## config.mk

```make
export PLATFORM = sky130hd
export DESIGN_NAME = llcps_top
export DESIGN_NICKNAME = d
export VERILOG_FILES = /design/src/hw/llcps_pkg.sv /design/src/hw/llcps_sync.sv /design/src/hw/llcps_timer.sv /design/src/hw/llcps_top.sv
export SDC_FILE = /design/constraint.sdc
export NUM_CORES = 1
export LEC_CHECK = 0
export BUFFER_PORTS_ARGS = -buffer_cell sky130_fd_sc_hd__buf_2
export CAP_MARGIN = 20
export CORE_MARGIN = 10
export CORE_UTILIZATION = 55
export DETAILED_ROUTE_END_ITERATION = 7
export MAX_ROUTING_LAYER = met4
export PLACE_DENSITY = 0.73
export SYNTH_ARGS = -nofsm -noshare
export SYNTH_HDL_FRONTEND = slang
export SYNTH_SLANG_ARGS = --single-unit
```

## constraint.sdc

```tcl
create_clock -name CLK_I -period 4.6 [get_ports CLK_I]
set_input_delay 0.69 -clock CLK_I [delete_from_list [all_inputs] [get_ports CLK_I]]
set_output_delay 0.69 -clock CLK_I [all_outputs]
set_load 0.02 [all_outputs]
```

## src/hw/llcps_pkg.sv

```systemverilog
package llcps_pkg;
	// Timebase and delays
	localparam int unsigned CLK_HZ = 10000000;
	localparam int unsigned PH1_MS = 15;
	localparam int unsigned PH2_MS = 30;
	localparam int unsigned PH3_MS = 40;
	localparam int unsigned EXT_PROT_US = 304;
	localparam int unsigned OC_CLEAR_US = 76;
	localparam int unsigned OLP_DELAY_MS = 38;
	localparam int unsigned RESTART_MS = 810;
	localparam int unsigned OC_OSC_LIMIT = 32;
	localparam int unsigned PH1_CYC = PH1_MS * (CLK_HZ / 1000);
	localparam int unsigned PH2_CYC = PH2_MS * (CLK_HZ / 1000);
	localparam int unsigned PH3_CYC = PH3_MS * (CLK_HZ / 1000);
	localparam int unsigned EXT_PROT_CYC = (EXT_PROT_US * (CLK_HZ / 1000) + 999) / 1000;
	localparam int unsigned OC_CLEAR_CYC = (OC_CLEAR_US * (CLK_HZ / 1000) + 999) / 1000;
	localparam int unsigned OLP_DELAY_CYC = OLP_DELAY_MS * (CLK_HZ / 1000);
	localparam int unsigned RESTART_CYC = RESTART_MS * (CLK_HZ / 1000);
	localparam int unsigned TMR_W = 24;

	// Setup pin drive selection
	typedef enum logic [2:0] {
		LLCPS_PIN_CLAMP,
		LLCPS_PIN_SRC40,
		LLCPS_PIN_SRC10,
		LLCPS_PIN_SRC3,
		LLCPS_PIN_DISCH,
		LLCPS_PIN_OC_CHG,
		LLCPS_PIN_OC_DIS
	} llcps_pin_e;

	// Synchronised comparator outputs
	typedef struct packed {
		logic fb_start;      // feedback >= 0.7V
		logic fb_run;        // feedback >= 0.6V
		logic vcc_sel;       // supply reached 11V
		logic vcc_start;     // supply reached 14V
		logic mode_lim1;     // setup pin >= 2.65V
		logic mode_lim2;     // setup pin >= 3.15V
		logic mode_open;     // setup pin > 1.4V
		logic mode_high;     // setup pin >= 1.4V (oc oscillation)
		logic mode_low;      // setup pin <= 0.65V
		logic mode_ext;      // setup pin < 0.35V
		logic avg_up;        // power average >= 1.45V
		logic avg_dn;        // power average <= 0.6V
		logic avg_olp_lo;    // power average >= 1.5V
		logic avg_olp_hi;    // power average >= 3.0V
		logic oc_det;        // current sense overcurrent
	} llcps_cmp_s;

	typedef struct packed {
		logic sel_done;
		logic latch_off;
		logic [1:0] sel_phase;
		logic oc_stop;
		logic olp_stop;
		logic ext_stop;
	} llcps_stat_s;
endpackage : llcps_pkg

```

## src/hw/llcps_sync.sv

```systemverilog
`timescale 1ns/1ps
module llcps_sync #(
	parameter int W = 15
) (
	input wire logic clk_i,
	input wire logic nrst_i,
	input wire logic [W-1:0] d_i,
	output logic [W-1:0] q_o
);
	logic [W-1:0] s1_ff;
	logic [W-1:0] s2_ff;

	if (W < 1) begin : g_bad_w
		$error("llcps_sync: W must be positive");
	end

	always_ff @(posedge clk_i or negedge nrst_i) begin
		if (!nrst_i) begin
			s1_ff <= '0;
			s2_ff <= '0;
		end else begin
			s1_ff <= d_i;
			s2_ff <= s1_ff;
		end
	end

	assign q_o = s2_ff;
endmodule : llcps_sync

```

## src/hw/llcps_timer.sv

```systemverilog
`timescale 1ns/1ps
module llcps_timer #(
	parameter int W = 24
) (
	input wire logic clk_i,
	input wire logic nrst_i,
	input wire logic run_i,
	input wire logic [W-1:0] limit_i,
	output logic done_o
);
	logic [W-1:0] cnt_ff;
	logic [W-1:0] nxt_cnt;

	if (W < 2) begin : g_bad_w
		$error("llcps_timer: W too small");
	end

	// Counts while run_i holds, saturates at limit, clears when run_i drops
	always_comb begin
		nxt_cnt = cnt_ff;
		if (!run_i) begin
			nxt_cnt = '0;
		end else if (cnt_ff < limit_i) begin
			nxt_cnt = cnt_ff + 1'b1;
		end
	end

	always_ff @(posedge clk_i or negedge nrst_i) begin
		if (!nrst_i) begin
			cnt_ff <= '0;
		end else begin
			cnt_ff <= nxt_cnt;
		end
	end

	assign done_o = run_i && (cnt_ff >= limit_i);
endmodule : llcps_timer

```

## src/hw/llcps_top.sv

```systemverilog
`timescale 1ns/1ps
module llcps_top
	import llcps_pkg::*;
#(
	parameter int unsigned PH1_CYCLES = PH1_CYC,
	parameter int unsigned PH2_CYCLES = PH2_CYC,
	parameter int unsigned PH3_CYCLES = PH3_CYC,
	parameter int unsigned OLP_CYCLES = OLP_DELAY_CYC,
	parameter int unsigned RESTART_CYCLES = RESTART_CYC,
	parameter int unsigned OC_OSC_MAX = OC_OSC_LIMIT
) (
	input wire logic CLK_I,
	input wire logic NRST_I,
	input wire llcps_pkg::llcps_cmp_s CMP_I,
	input wire logic STANDBY_SELECT_AUTO_I,
	output llcps_pkg::llcps_pin_e MODE_PIN_DRIVE_O,
	output logic [3:0] MODE_CODE_O,
	output logic MODE_VALID_O,
	output logic OLP_LEVEL_HI_O,
	output logic GAIN_LOW_O,
	output logic SWITCH_EN_O,
	output llcps_pkg::llcps_stat_s STATUS_O
);
	import llcps_pkg::*;

	if (PH1_CYCLES < 1 || PH2_CYCLES < 1 || PH3_CYCLES < 1 || OLP_CYCLES < 1
			|| RESTART_CYCLES < 1) begin : g_bad_zero
		$error("cycle counts must be positive");
	end
	if (PH1_CYCLES >= (1 << TMR_W) || PH2_CYCLES >= (1 << TMR_W) || PH3_CYCLES >= (1 << TMR_W)
			|| OLP_CYCLES >= (1 << TMR_W) || RESTART_CYCLES >= (1 << TMR_W)) begin : g_bad_wide
		$error("cycle counts exceed timer width");
	end
	if (OC_OSC_MAX < 1 || OC_OSC_MAX > 63) begin : g_bad_osc
		$error("OC_OSC_MAX out of range");
	end

	typedef enum {
		ST_WAIT_SEL, ST_PH1, ST_DIS1, ST_PH2, ST_DIS2, ST_PH3,
		ST_WAIT_VCC, ST_WAIT_FB, ST_RUN, ST_RESTART, ST_EXT, ST_LATCH
	} llcps_st_e;

	// ==========================================================
	// Comparator synchronisation
	llcps_cmp_s cmp;
	llcps_sync #(.W($bits(llcps_cmp_s))) u_sync (
		.clk_i(CLK_I),
		.nrst_i(NRST_I),
		.d_i(CMP_I),
		.q_o(cmp)
	);

	// ==========================================================
	// State registers
	llcps_st_e st_ff, nxt_st;
	logic [3:0] code_ff, nxt_code;
	logic valid_ff, nxt_valid;
	logic olp_hi_ff, nxt_olp_hi;
	logic gain_low_ff, nxt_gain_low;
	logic oc_phase_ff, nxt_oc_phase;
	logic [5:0] oc_cnt_ff, nxt_oc_cnt;
	logic [11:0] ext_cnt_ff, nxt_ext_cnt;
	logic [9:0] quiet_cnt_ff, nxt_quiet_cnt;
	logic oc_stop_ff, nxt_oc_stop;
	logic olp_stop_ff, nxt_olp_stop;

	// ==========================================================
	// Shared phase / delay timer
	logic tmr_run;
	logic [TMR_W-1:0] tmr_limit;
	logic tmr_done;
	logic olp_trip;
	logic olp_done;

	llcps_timer #(.W(TMR_W)) u_tmr (
		.clk_i(CLK_I),
		.nrst_i(NRST_I),
		.run_i(tmr_run),
		.limit_i(tmr_limit),
		.done_o(tmr_done)
	);

	llcps_timer #(.W(TMR_W)) u_olp (
		.clk_i(CLK_I),
		.nrst_i(NRST_I),
		.run_i(olp_trip && st_ff == ST_RUN),
		.limit_i(TMR_W'(OLP_CYCLES)),
		.done_o(olp_done)
	);

	always_comb begin
		tmr_run = 1'b0;
		tmr_limit = TMR_W'(PH1_CYCLES);
		case (st_ff)
			ST_PH1: begin
				tmr_run = 1'b1;
			end
			ST_PH2: begin
				tmr_run = 1'b1;
				tmr_limit = TMR_W'(PH2_CYCLES);
			end
			ST_PH3: begin
				tmr_run = 1'b1;
				tmr_limit = TMR_W'(PH3_CYCLES);
			end
			ST_RESTART: begin
				tmr_run = 1'b1;
				tmr_limit = TMR_W'(RESTART_CYCLES);
			end
			default: begin
				tmr_run = 1'b0;
			end
		endcase
	end

	// Overload level from standby selection
	assign olp_trip = olp_hi_ff ? cmp.avg_olp_hi : cmp.avg_olp_lo;

	// ==========================================================
	// Sequencer
	always_comb begin
		nxt_st = st_ff;
		nxt_code = code_ff;
		nxt_valid = valid_ff;
		nxt_olp_hi = olp_hi_ff;
		nxt_oc_stop = oc_stop_ff;
		nxt_olp_stop = olp_stop_ff;
		case (st_ff)
			ST_WAIT_SEL: begin
				if (cmp.vcc_sel) begin
					nxt_st = ST_PH1;
					nxt_olp_hi = STANDBY_SELECT_AUTO_I;
				end
			end
			ST_PH1: begin
				if (cmp.mode_lim1) begin
					nxt_st = ST_DIS1;
				end else if (tmr_done) begin
					nxt_code = 4'h0;
					nxt_st = ST_WAIT_VCC;
				end
			end
			ST_DIS1: begin
				if (!cmp.mode_low) begin
					nxt_st = ST_DIS1;
				end else begin
					nxt_st = ST_PH2;
				end
			end
			ST_PH2: begin
				if (cmp.mode_lim2) begin
					nxt_st = ST_DIS2;
				end else if (tmr_done) begin
					nxt_code = 4'h4;
					nxt_st = ST_WAIT_VCC;
				end
			end
			ST_DIS2: begin
				if (cmp.mode_low) begin
					nxt_st = ST_PH3;
				end
			end
			ST_PH3: begin
				if (cmp.mode_open) begin
					nxt_st = ST_LATCH;
				end else if (tmr_done) begin
					nxt_code = 4'h8;
					nxt_st = ST_WAIT_VCC;
				end
			end
			ST_WAIT_VCC: begin
				nxt_valid = 1'b1;
				if (cmp.vcc_start) begin
					nxt_st = ST_WAIT_FB;
				end
			end
			ST_WAIT_FB: begin
				if (cmp.mode_ext && ext_cnt_ff >= 12'(EXT_PROT_CYC)) begin
					nxt_st = ST_EXT;
				end else if (cmp.fb_start) begin
					nxt_st = ST_RUN;
				end
			end
			ST_RUN: begin
				if (cmp.mode_ext && ext_cnt_ff >= 12'(EXT_PROT_CYC)) begin
					nxt_st = ST_EXT;
				end else if (oc_cnt_ff >= 6'(OC_OSC_MAX)) begin
					nxt_oc_stop = 1'b1;
					nxt_st = ST_RESTART;
				end else if (olp_done) begin
					nxt_olp_stop = 1'b1;
					nxt_st = ST_RESTART;
				end else if (!cmp.fb_run) begin
					nxt_st = ST_WAIT_FB;
				end
			end
			ST_RESTART: begin
				if (tmr_done) begin
					nxt_oc_stop = 1'b0;
					nxt_olp_stop = 1'b0;
					nxt_st = ST_WAIT_FB;
				end
			end
			ST_EXT: begin
				if (!cmp.mode_ext) begin
					nxt_st = ST_WAIT_FB;
				end
			end
			ST_LATCH: begin
				nxt_st = ST_LATCH;
			end
			default: begin
				nxt_st = ST_WAIT_SEL;
			end
		endcase
	end

	// ==========================================================
	// Overcurrent oscillation, external pull-down filter, gain
	always_comb begin
		nxt_oc_phase = oc_phase_ff;
		nxt_oc_cnt = oc_cnt_ff;
		nxt_quiet_cnt = quiet_cnt_ff;
		nxt_ext_cnt = ext_cnt_ff;
		nxt_gain_low = gain_low_ff;
		if (st_ff == ST_RUN && cmp.oc_det) begin
			nxt_quiet_cnt = '0;
		end else if (quiet_cnt_ff < 10'(OC_CLEAR_CYC)) begin
			nxt_quiet_cnt = quiet_cnt_ff + 10'h001;
		end
		if (st_ff != ST_RUN || quiet_cnt_ff >= 10'(OC_CLEAR_CYC)) begin
			nxt_oc_phase = 1'b0;
			nxt_oc_cnt = '0;
		end else if (!oc_phase_ff && (cmp.oc_det || oc_cnt_ff != '0) && cmp.mode_high) begin
			nxt_oc_phase = 1'b1;
		end else if (oc_phase_ff && cmp.mode_low) begin
			nxt_oc_phase = 1'b0;
			nxt_oc_cnt = oc_cnt_ff + 6'h01;
		end
		if (!cmp.mode_ext || !(st_ff == ST_RUN || st_ff == ST_WAIT_FB)) begin
			nxt_ext_cnt = '0;
		end else if (ext_cnt_ff < 12'(EXT_PROT_CYC)) begin
			nxt_ext_cnt = ext_cnt_ff + 12'h001;
		end
		if (!gain_low_ff && cmp.avg_up) begin
			nxt_gain_low = 1'b1;
		end else if (gain_low_ff && cmp.avg_dn) begin
			nxt_gain_low = 1'b0;
		end
	end

	always_ff @(posedge CLK_I or negedge NRST_I) begin
		if (!NRST_I) begin
			st_ff <= ST_WAIT_SEL;
			code_ff <= 4'h0;
			valid_ff <= 1'b0;
			olp_hi_ff <= 1'b0;
			gain_low_ff <= 1'b0;
			oc_phase_ff <= 1'b0;
			oc_cnt_ff <= 6'h00;
			ext_cnt_ff <= 12'h000;
			quiet_cnt_ff <= 10'h000;
			oc_stop_ff <= 1'b0;
			olp_stop_ff <= 1'b0;
		end else begin
			st_ff <= nxt_st;
			code_ff <= nxt_code;
			valid_ff <= nxt_valid;
			olp_hi_ff <= nxt_olp_hi;
			gain_low_ff <= nxt_gain_low;
			oc_phase_ff <= nxt_oc_phase;
			oc_cnt_ff <= nxt_oc_cnt;
			ext_cnt_ff <= nxt_ext_cnt;
			quiet_cnt_ff <= nxt_quiet_cnt;
			oc_stop_ff <= nxt_oc_stop;
			olp_stop_ff <= nxt_olp_stop;
		end
	end

	// ==========================================================
	// Outputs
	always_comb begin
		case (st_ff)
			ST_PH1: MODE_PIN_DRIVE_O = LLCPS_PIN_SRC40;
			ST_PH2: MODE_PIN_DRIVE_O = LLCPS_PIN_SRC10;
			ST_PH3: MODE_PIN_DRIVE_O = LLCPS_PIN_SRC3;
			ST_DIS1, ST_DIS2: MODE_PIN_DRIVE_O = LLCPS_PIN_DISCH;
			ST_RUN: begin
				if (oc_phase_ff) begin
					MODE_PIN_DRIVE_O = LLCPS_PIN_OC_DIS;
				end else if (cmp.oc_det || oc_cnt_ff != '0) begin
					MODE_PIN_DRIVE_O = LLCPS_PIN_OC_CHG;
				end else begin
					MODE_PIN_DRIVE_O = LLCPS_PIN_CLAMP;
				end
			end
			default: MODE_PIN_DRIVE_O = LLCPS_PIN_CLAMP;
		endcase
	end

	assign MODE_CODE_O = code_ff;
	assign MODE_VALID_O = valid_ff && olp_hi_ff;
	assign OLP_LEVEL_HI_O = olp_hi_ff;
	assign GAIN_LOW_O = gain_low_ff;
	assign SWITCH_EN_O = (st_ff == ST_RUN);
	assign STATUS_O.sel_done = valid_ff;
	assign STATUS_O.latch_off = (st_ff == ST_LATCH);
	assign STATUS_O.sel_phase = (st_ff == ST_PH1) ? 2'h1 :
		((st_ff == ST_PH2) ? 2'h2 : ((st_ff == ST_PH3) ? 2'h3 : 2'h0));
	assign STATUS_O.oc_stop = oc_stop_ff;
	assign STATUS_O.olp_stop = olp_stop_ff;
	assign STATUS_O.ext_stop = (st_ff == ST_EXT);
endmodule : llcps_top

```

==> reports/results.ini <==
[synth]
post_synth_num_cell_types = 67
asyncSetResetFlopFracSynth_pct = 100
yosys_warnings = 0
synth_seq_cells = 146
number_of_synthesized_flops_with_an_enable_pin = 0
post_synth.cell_area_avg_um2 = 10.3
synth_area_um2 = 6930
netlist_instances = 670
ys.flop_type = dfrtp_1
ys_seq_area_share_pct = 52.7

[timing]
fin_worst_hold_slack_ps = 303
final.setup.tns_ps = 0
setup_ws_ps = 416
slew_viol_final = 0
worst_clock_skew_on_the_final_layout_ps = 13.4
period_minus_slack_ps = 4180
tightestPinTransition_ps = 972
max_freq_mhz = 239
setup-violations-final = 0
maxSlewHeadroom_pct = 35.2
grt_setup_unrepaired = no
hold_viol_final = 0
final.period_utilization_pct = 90.9

[global_route]
grt_overflow = 0
antenna_violations_before_repair = 0
first_global_vias = 5017
track_usage_pct = 17.5
grt_first_pass_wirelength_mm = 24.6
grt_start_max_net_pins = 77

[placed_design]
placer_s_final_routability_congestion_estimate = 0.980
io_buffer_count = 33
hpwlAfterDp_mm = 10.2
pre_cts_ws_ps = 457
dpl_cell_area_um2 = 7380

[final_layout]
filler_cell_count = 963
regArea_um2 = 3650
layout.core_utilization_pct = 65.5
total_area_of_multi_input_combinational_cells_um2 = 3190
num-nets-final = 780
layout-drive-gt1-share_pct = 13.1
final_cell_mix = 146 x dfrtp_1, 104 x nor2_1, 44 x nand2_1, 34 x xor2_1, 32 x buf_2
most_common_cell_after_layout_fill_and_taps_aside = dfrtp_1
finalInstanceArea_um2 = 7970
n_antenna_cell = 0
syn_to_final_growth_pct = 15.0

[floorplanning]
design.portCount = 36
core_region_um2 = 12200
dieWidth_um = 132
die_area_um2 = 17500
rows = 40
die_height_um = 132
floorplan.initialDensity_pct = 57.0

[cts]
clock_tree.buffer_depth = 2
clkSinkCount = 146
clk-insertion-delay-late_ps = 430
clock_tree.htree_level_count = 4
cts_root_buffer = clkbuf_16
post_cts_buffers = 0
cts_made_buffers = 17
clkTransAtPathRegs_ps = 60
cts_tree = built

[critical_path]
critical_path.max_fanout = 9
critical_path_launch_point_type = register
timing.critical_path.arrival_ps = 4520
worst_ep_required_ps = 4930
worstSetupPathType = register to register
timing.critical_path.to_type = register

[detailed_routing]
route.vias.total = 5117
ant_nets = 0
wire_length_per_cell_after_detailed_routing_um = 15.7
drt_wl_total_mm = 14.4
post-route-drc-count = 0
dr.first_iter.drc_count = 618
route.detailed.vias_per_inst = 5.59
detail_route.first_pass.iterations = 5

[power_and_ir_drop]
power.density_nw_per_um2 = 342
vdd_ir_drop_max_mv = 0.358
power_leakage_uw = 0.00349

[min_path]
hold_path.class = primary input to asynchronous set/reset pin

[job]
maxCapViolations = 0

[status]
status = finished, final reports clean

==> metal layers <==
metal | wire (um) | part of all wire (%) | GRT usage [%]
met3 | 746 | 5.2 | 3.73
met1 | 6780 | 47 | 23.2
met4 | 348 | 2.4 | 8.25
met5 | 0 | 0 | -
met2 | 6500 | 45 | 25.0
==> cell usage after synthesis (3+ instances only) <==
library cell / instances / area, um2
nor4_2: 7 / 87.6
xor2_1: 34 / 298
a22oi_1: 3 / 22.5
xnor2_1: 21 / 184
nor3_1: 15 / 75.1
or2_2: 3 / 18.8
ha_1: 26 / 325
nand3_1: 23 / 115
nand4_1: 18 / 113
inv_1: 25 / 93.8
nor2_1: 104 / 390
nor2b_1: 4 / 25.0
a211oi_1: 3 / 22.5
nor4bb_1: 3 / 30.0
o21ai_0: 20 / 100
o211ai_1: 5 / 37.5
a21oi_1: 30 / 150
and4_1: 9 / 78.8
nand2_1: 44 / 165
buf_4: 6 / 45.0
nand2b_1: 3 / 18.8
and2_1: 6 / 37.5
mux2i_1: 4 / 40.0
and3_1: 22 / 138
a31oi_1: 8 / 50.1
or4_1: 4 / 30.0
or3_1: 10 / 62.6
clkbuf_1: 16 / 60.1
dfrtp_1: 146 / 3650
==> sequential cells by signal, summed over array words and instances, names as in the netlist, 2 cells and up <==
register	cells
oc_cnt_ff	6
u_olp.cnt_ff	24
u_sync.q_o	15
MODE_CODE_O	2
u_sync.s1_ff	15
st_ff	32
ext_cnt_ff	12
u_tmr.cnt_ff	24
quiet_cnt_ff	10
==> cells by family after synthesis <==
logic type | after synthesis | synth area share [%]
DFF | 146 | 52.7
AOI/OAI and AO/OA | 91 | 8.56
xor gates and xnor gates | 55 | 6.95
buffers and inverters | 50 | 3.07
and+or+nand+nor | 294 | 22.8
other | 1 | 0.0541
muxes | 7 | 1.17
adders and majority gates | 26 | 4.69
==> layout make-up <==
| class | instances | share of cell area [%] |
|---|---|---|
| Sequential cell | 146 | 45.8 |
| Multi-Input combinational cell | 503 | 40.0 |
| Clock buffer | 22 | 5.95 |
| Timing Repair Buffer | 43 | 3.09 |
| Tap cell | 168 | 2.64 |
| Clock inverter | 8 | 1.30 |
| Inverter | 25 | 1.18 |
==> report_power, final <==
group / internal [uW] / switching [uW]
Clock: 835 / 511
Combinational: 11.9 / 36.4
Sequential: 1310 / 15.4
==> worst paths after layout <==
path | from | endpoint | slack [ps] | cells after the start
max reg2reg | st_ff[5]$_DFFE_PN0P_ | st_ff[0]$_DFFE_PN0P_ | 420 | 14
max | st_ff[5]$_DFFE_PN0P_ | st_ff[0]$_DFFE_PN0P_ | 420 | 14
min in group CLK_I | u_sync.s1_ff[4]$_DFF_PN0_ | u_sync.q_o[4]$_DFF_PN0_ | 350 | 0
max in group asynchronous | NRST_I | u_tmr.cnt_ff[7]$_DFFE_PN0P_ | 3390 | 2
min | NRST_I | u_tmr.cnt_ff[17]$_DFFE_PN0P_ | 300 | 1
min reg2reg | u_sync.s1_ff[4]$_DFF_PN0_ | u_sync.q_o[4]$_DFF_PN0_ | 350 | 0
==> critical path: stages, from the launching register on <==
cell and delay [ps]:
dfrtp_1 370, nor4_2 360, nand4_2 280, nor2_1 290, and3_1 270, or2_2 150, inv_1 90, ha_1 320
a2111oi_2 370, nor3b_1 110, o31ai_2 310, nand3_1 240, o21ba_1 330, or4_1 480, o211ai_1 110
==> through the flow <==
stage | cells | power [uW]
finish | 915 | 2720
global route | 915 | 2820
global placement | 885 | 1400
CTS | 915 | 2750
floorplan | 699 | 1360
detailed placement | 885 | 1400
==> timing repair <==
item,4_1_cts,5_1_grt
resized for setup,0,2
setup endpoints to repair,0,2
hold buffers,0,0
hold endpoints to repair,0,0
Power figures use the tool's default switching activity.
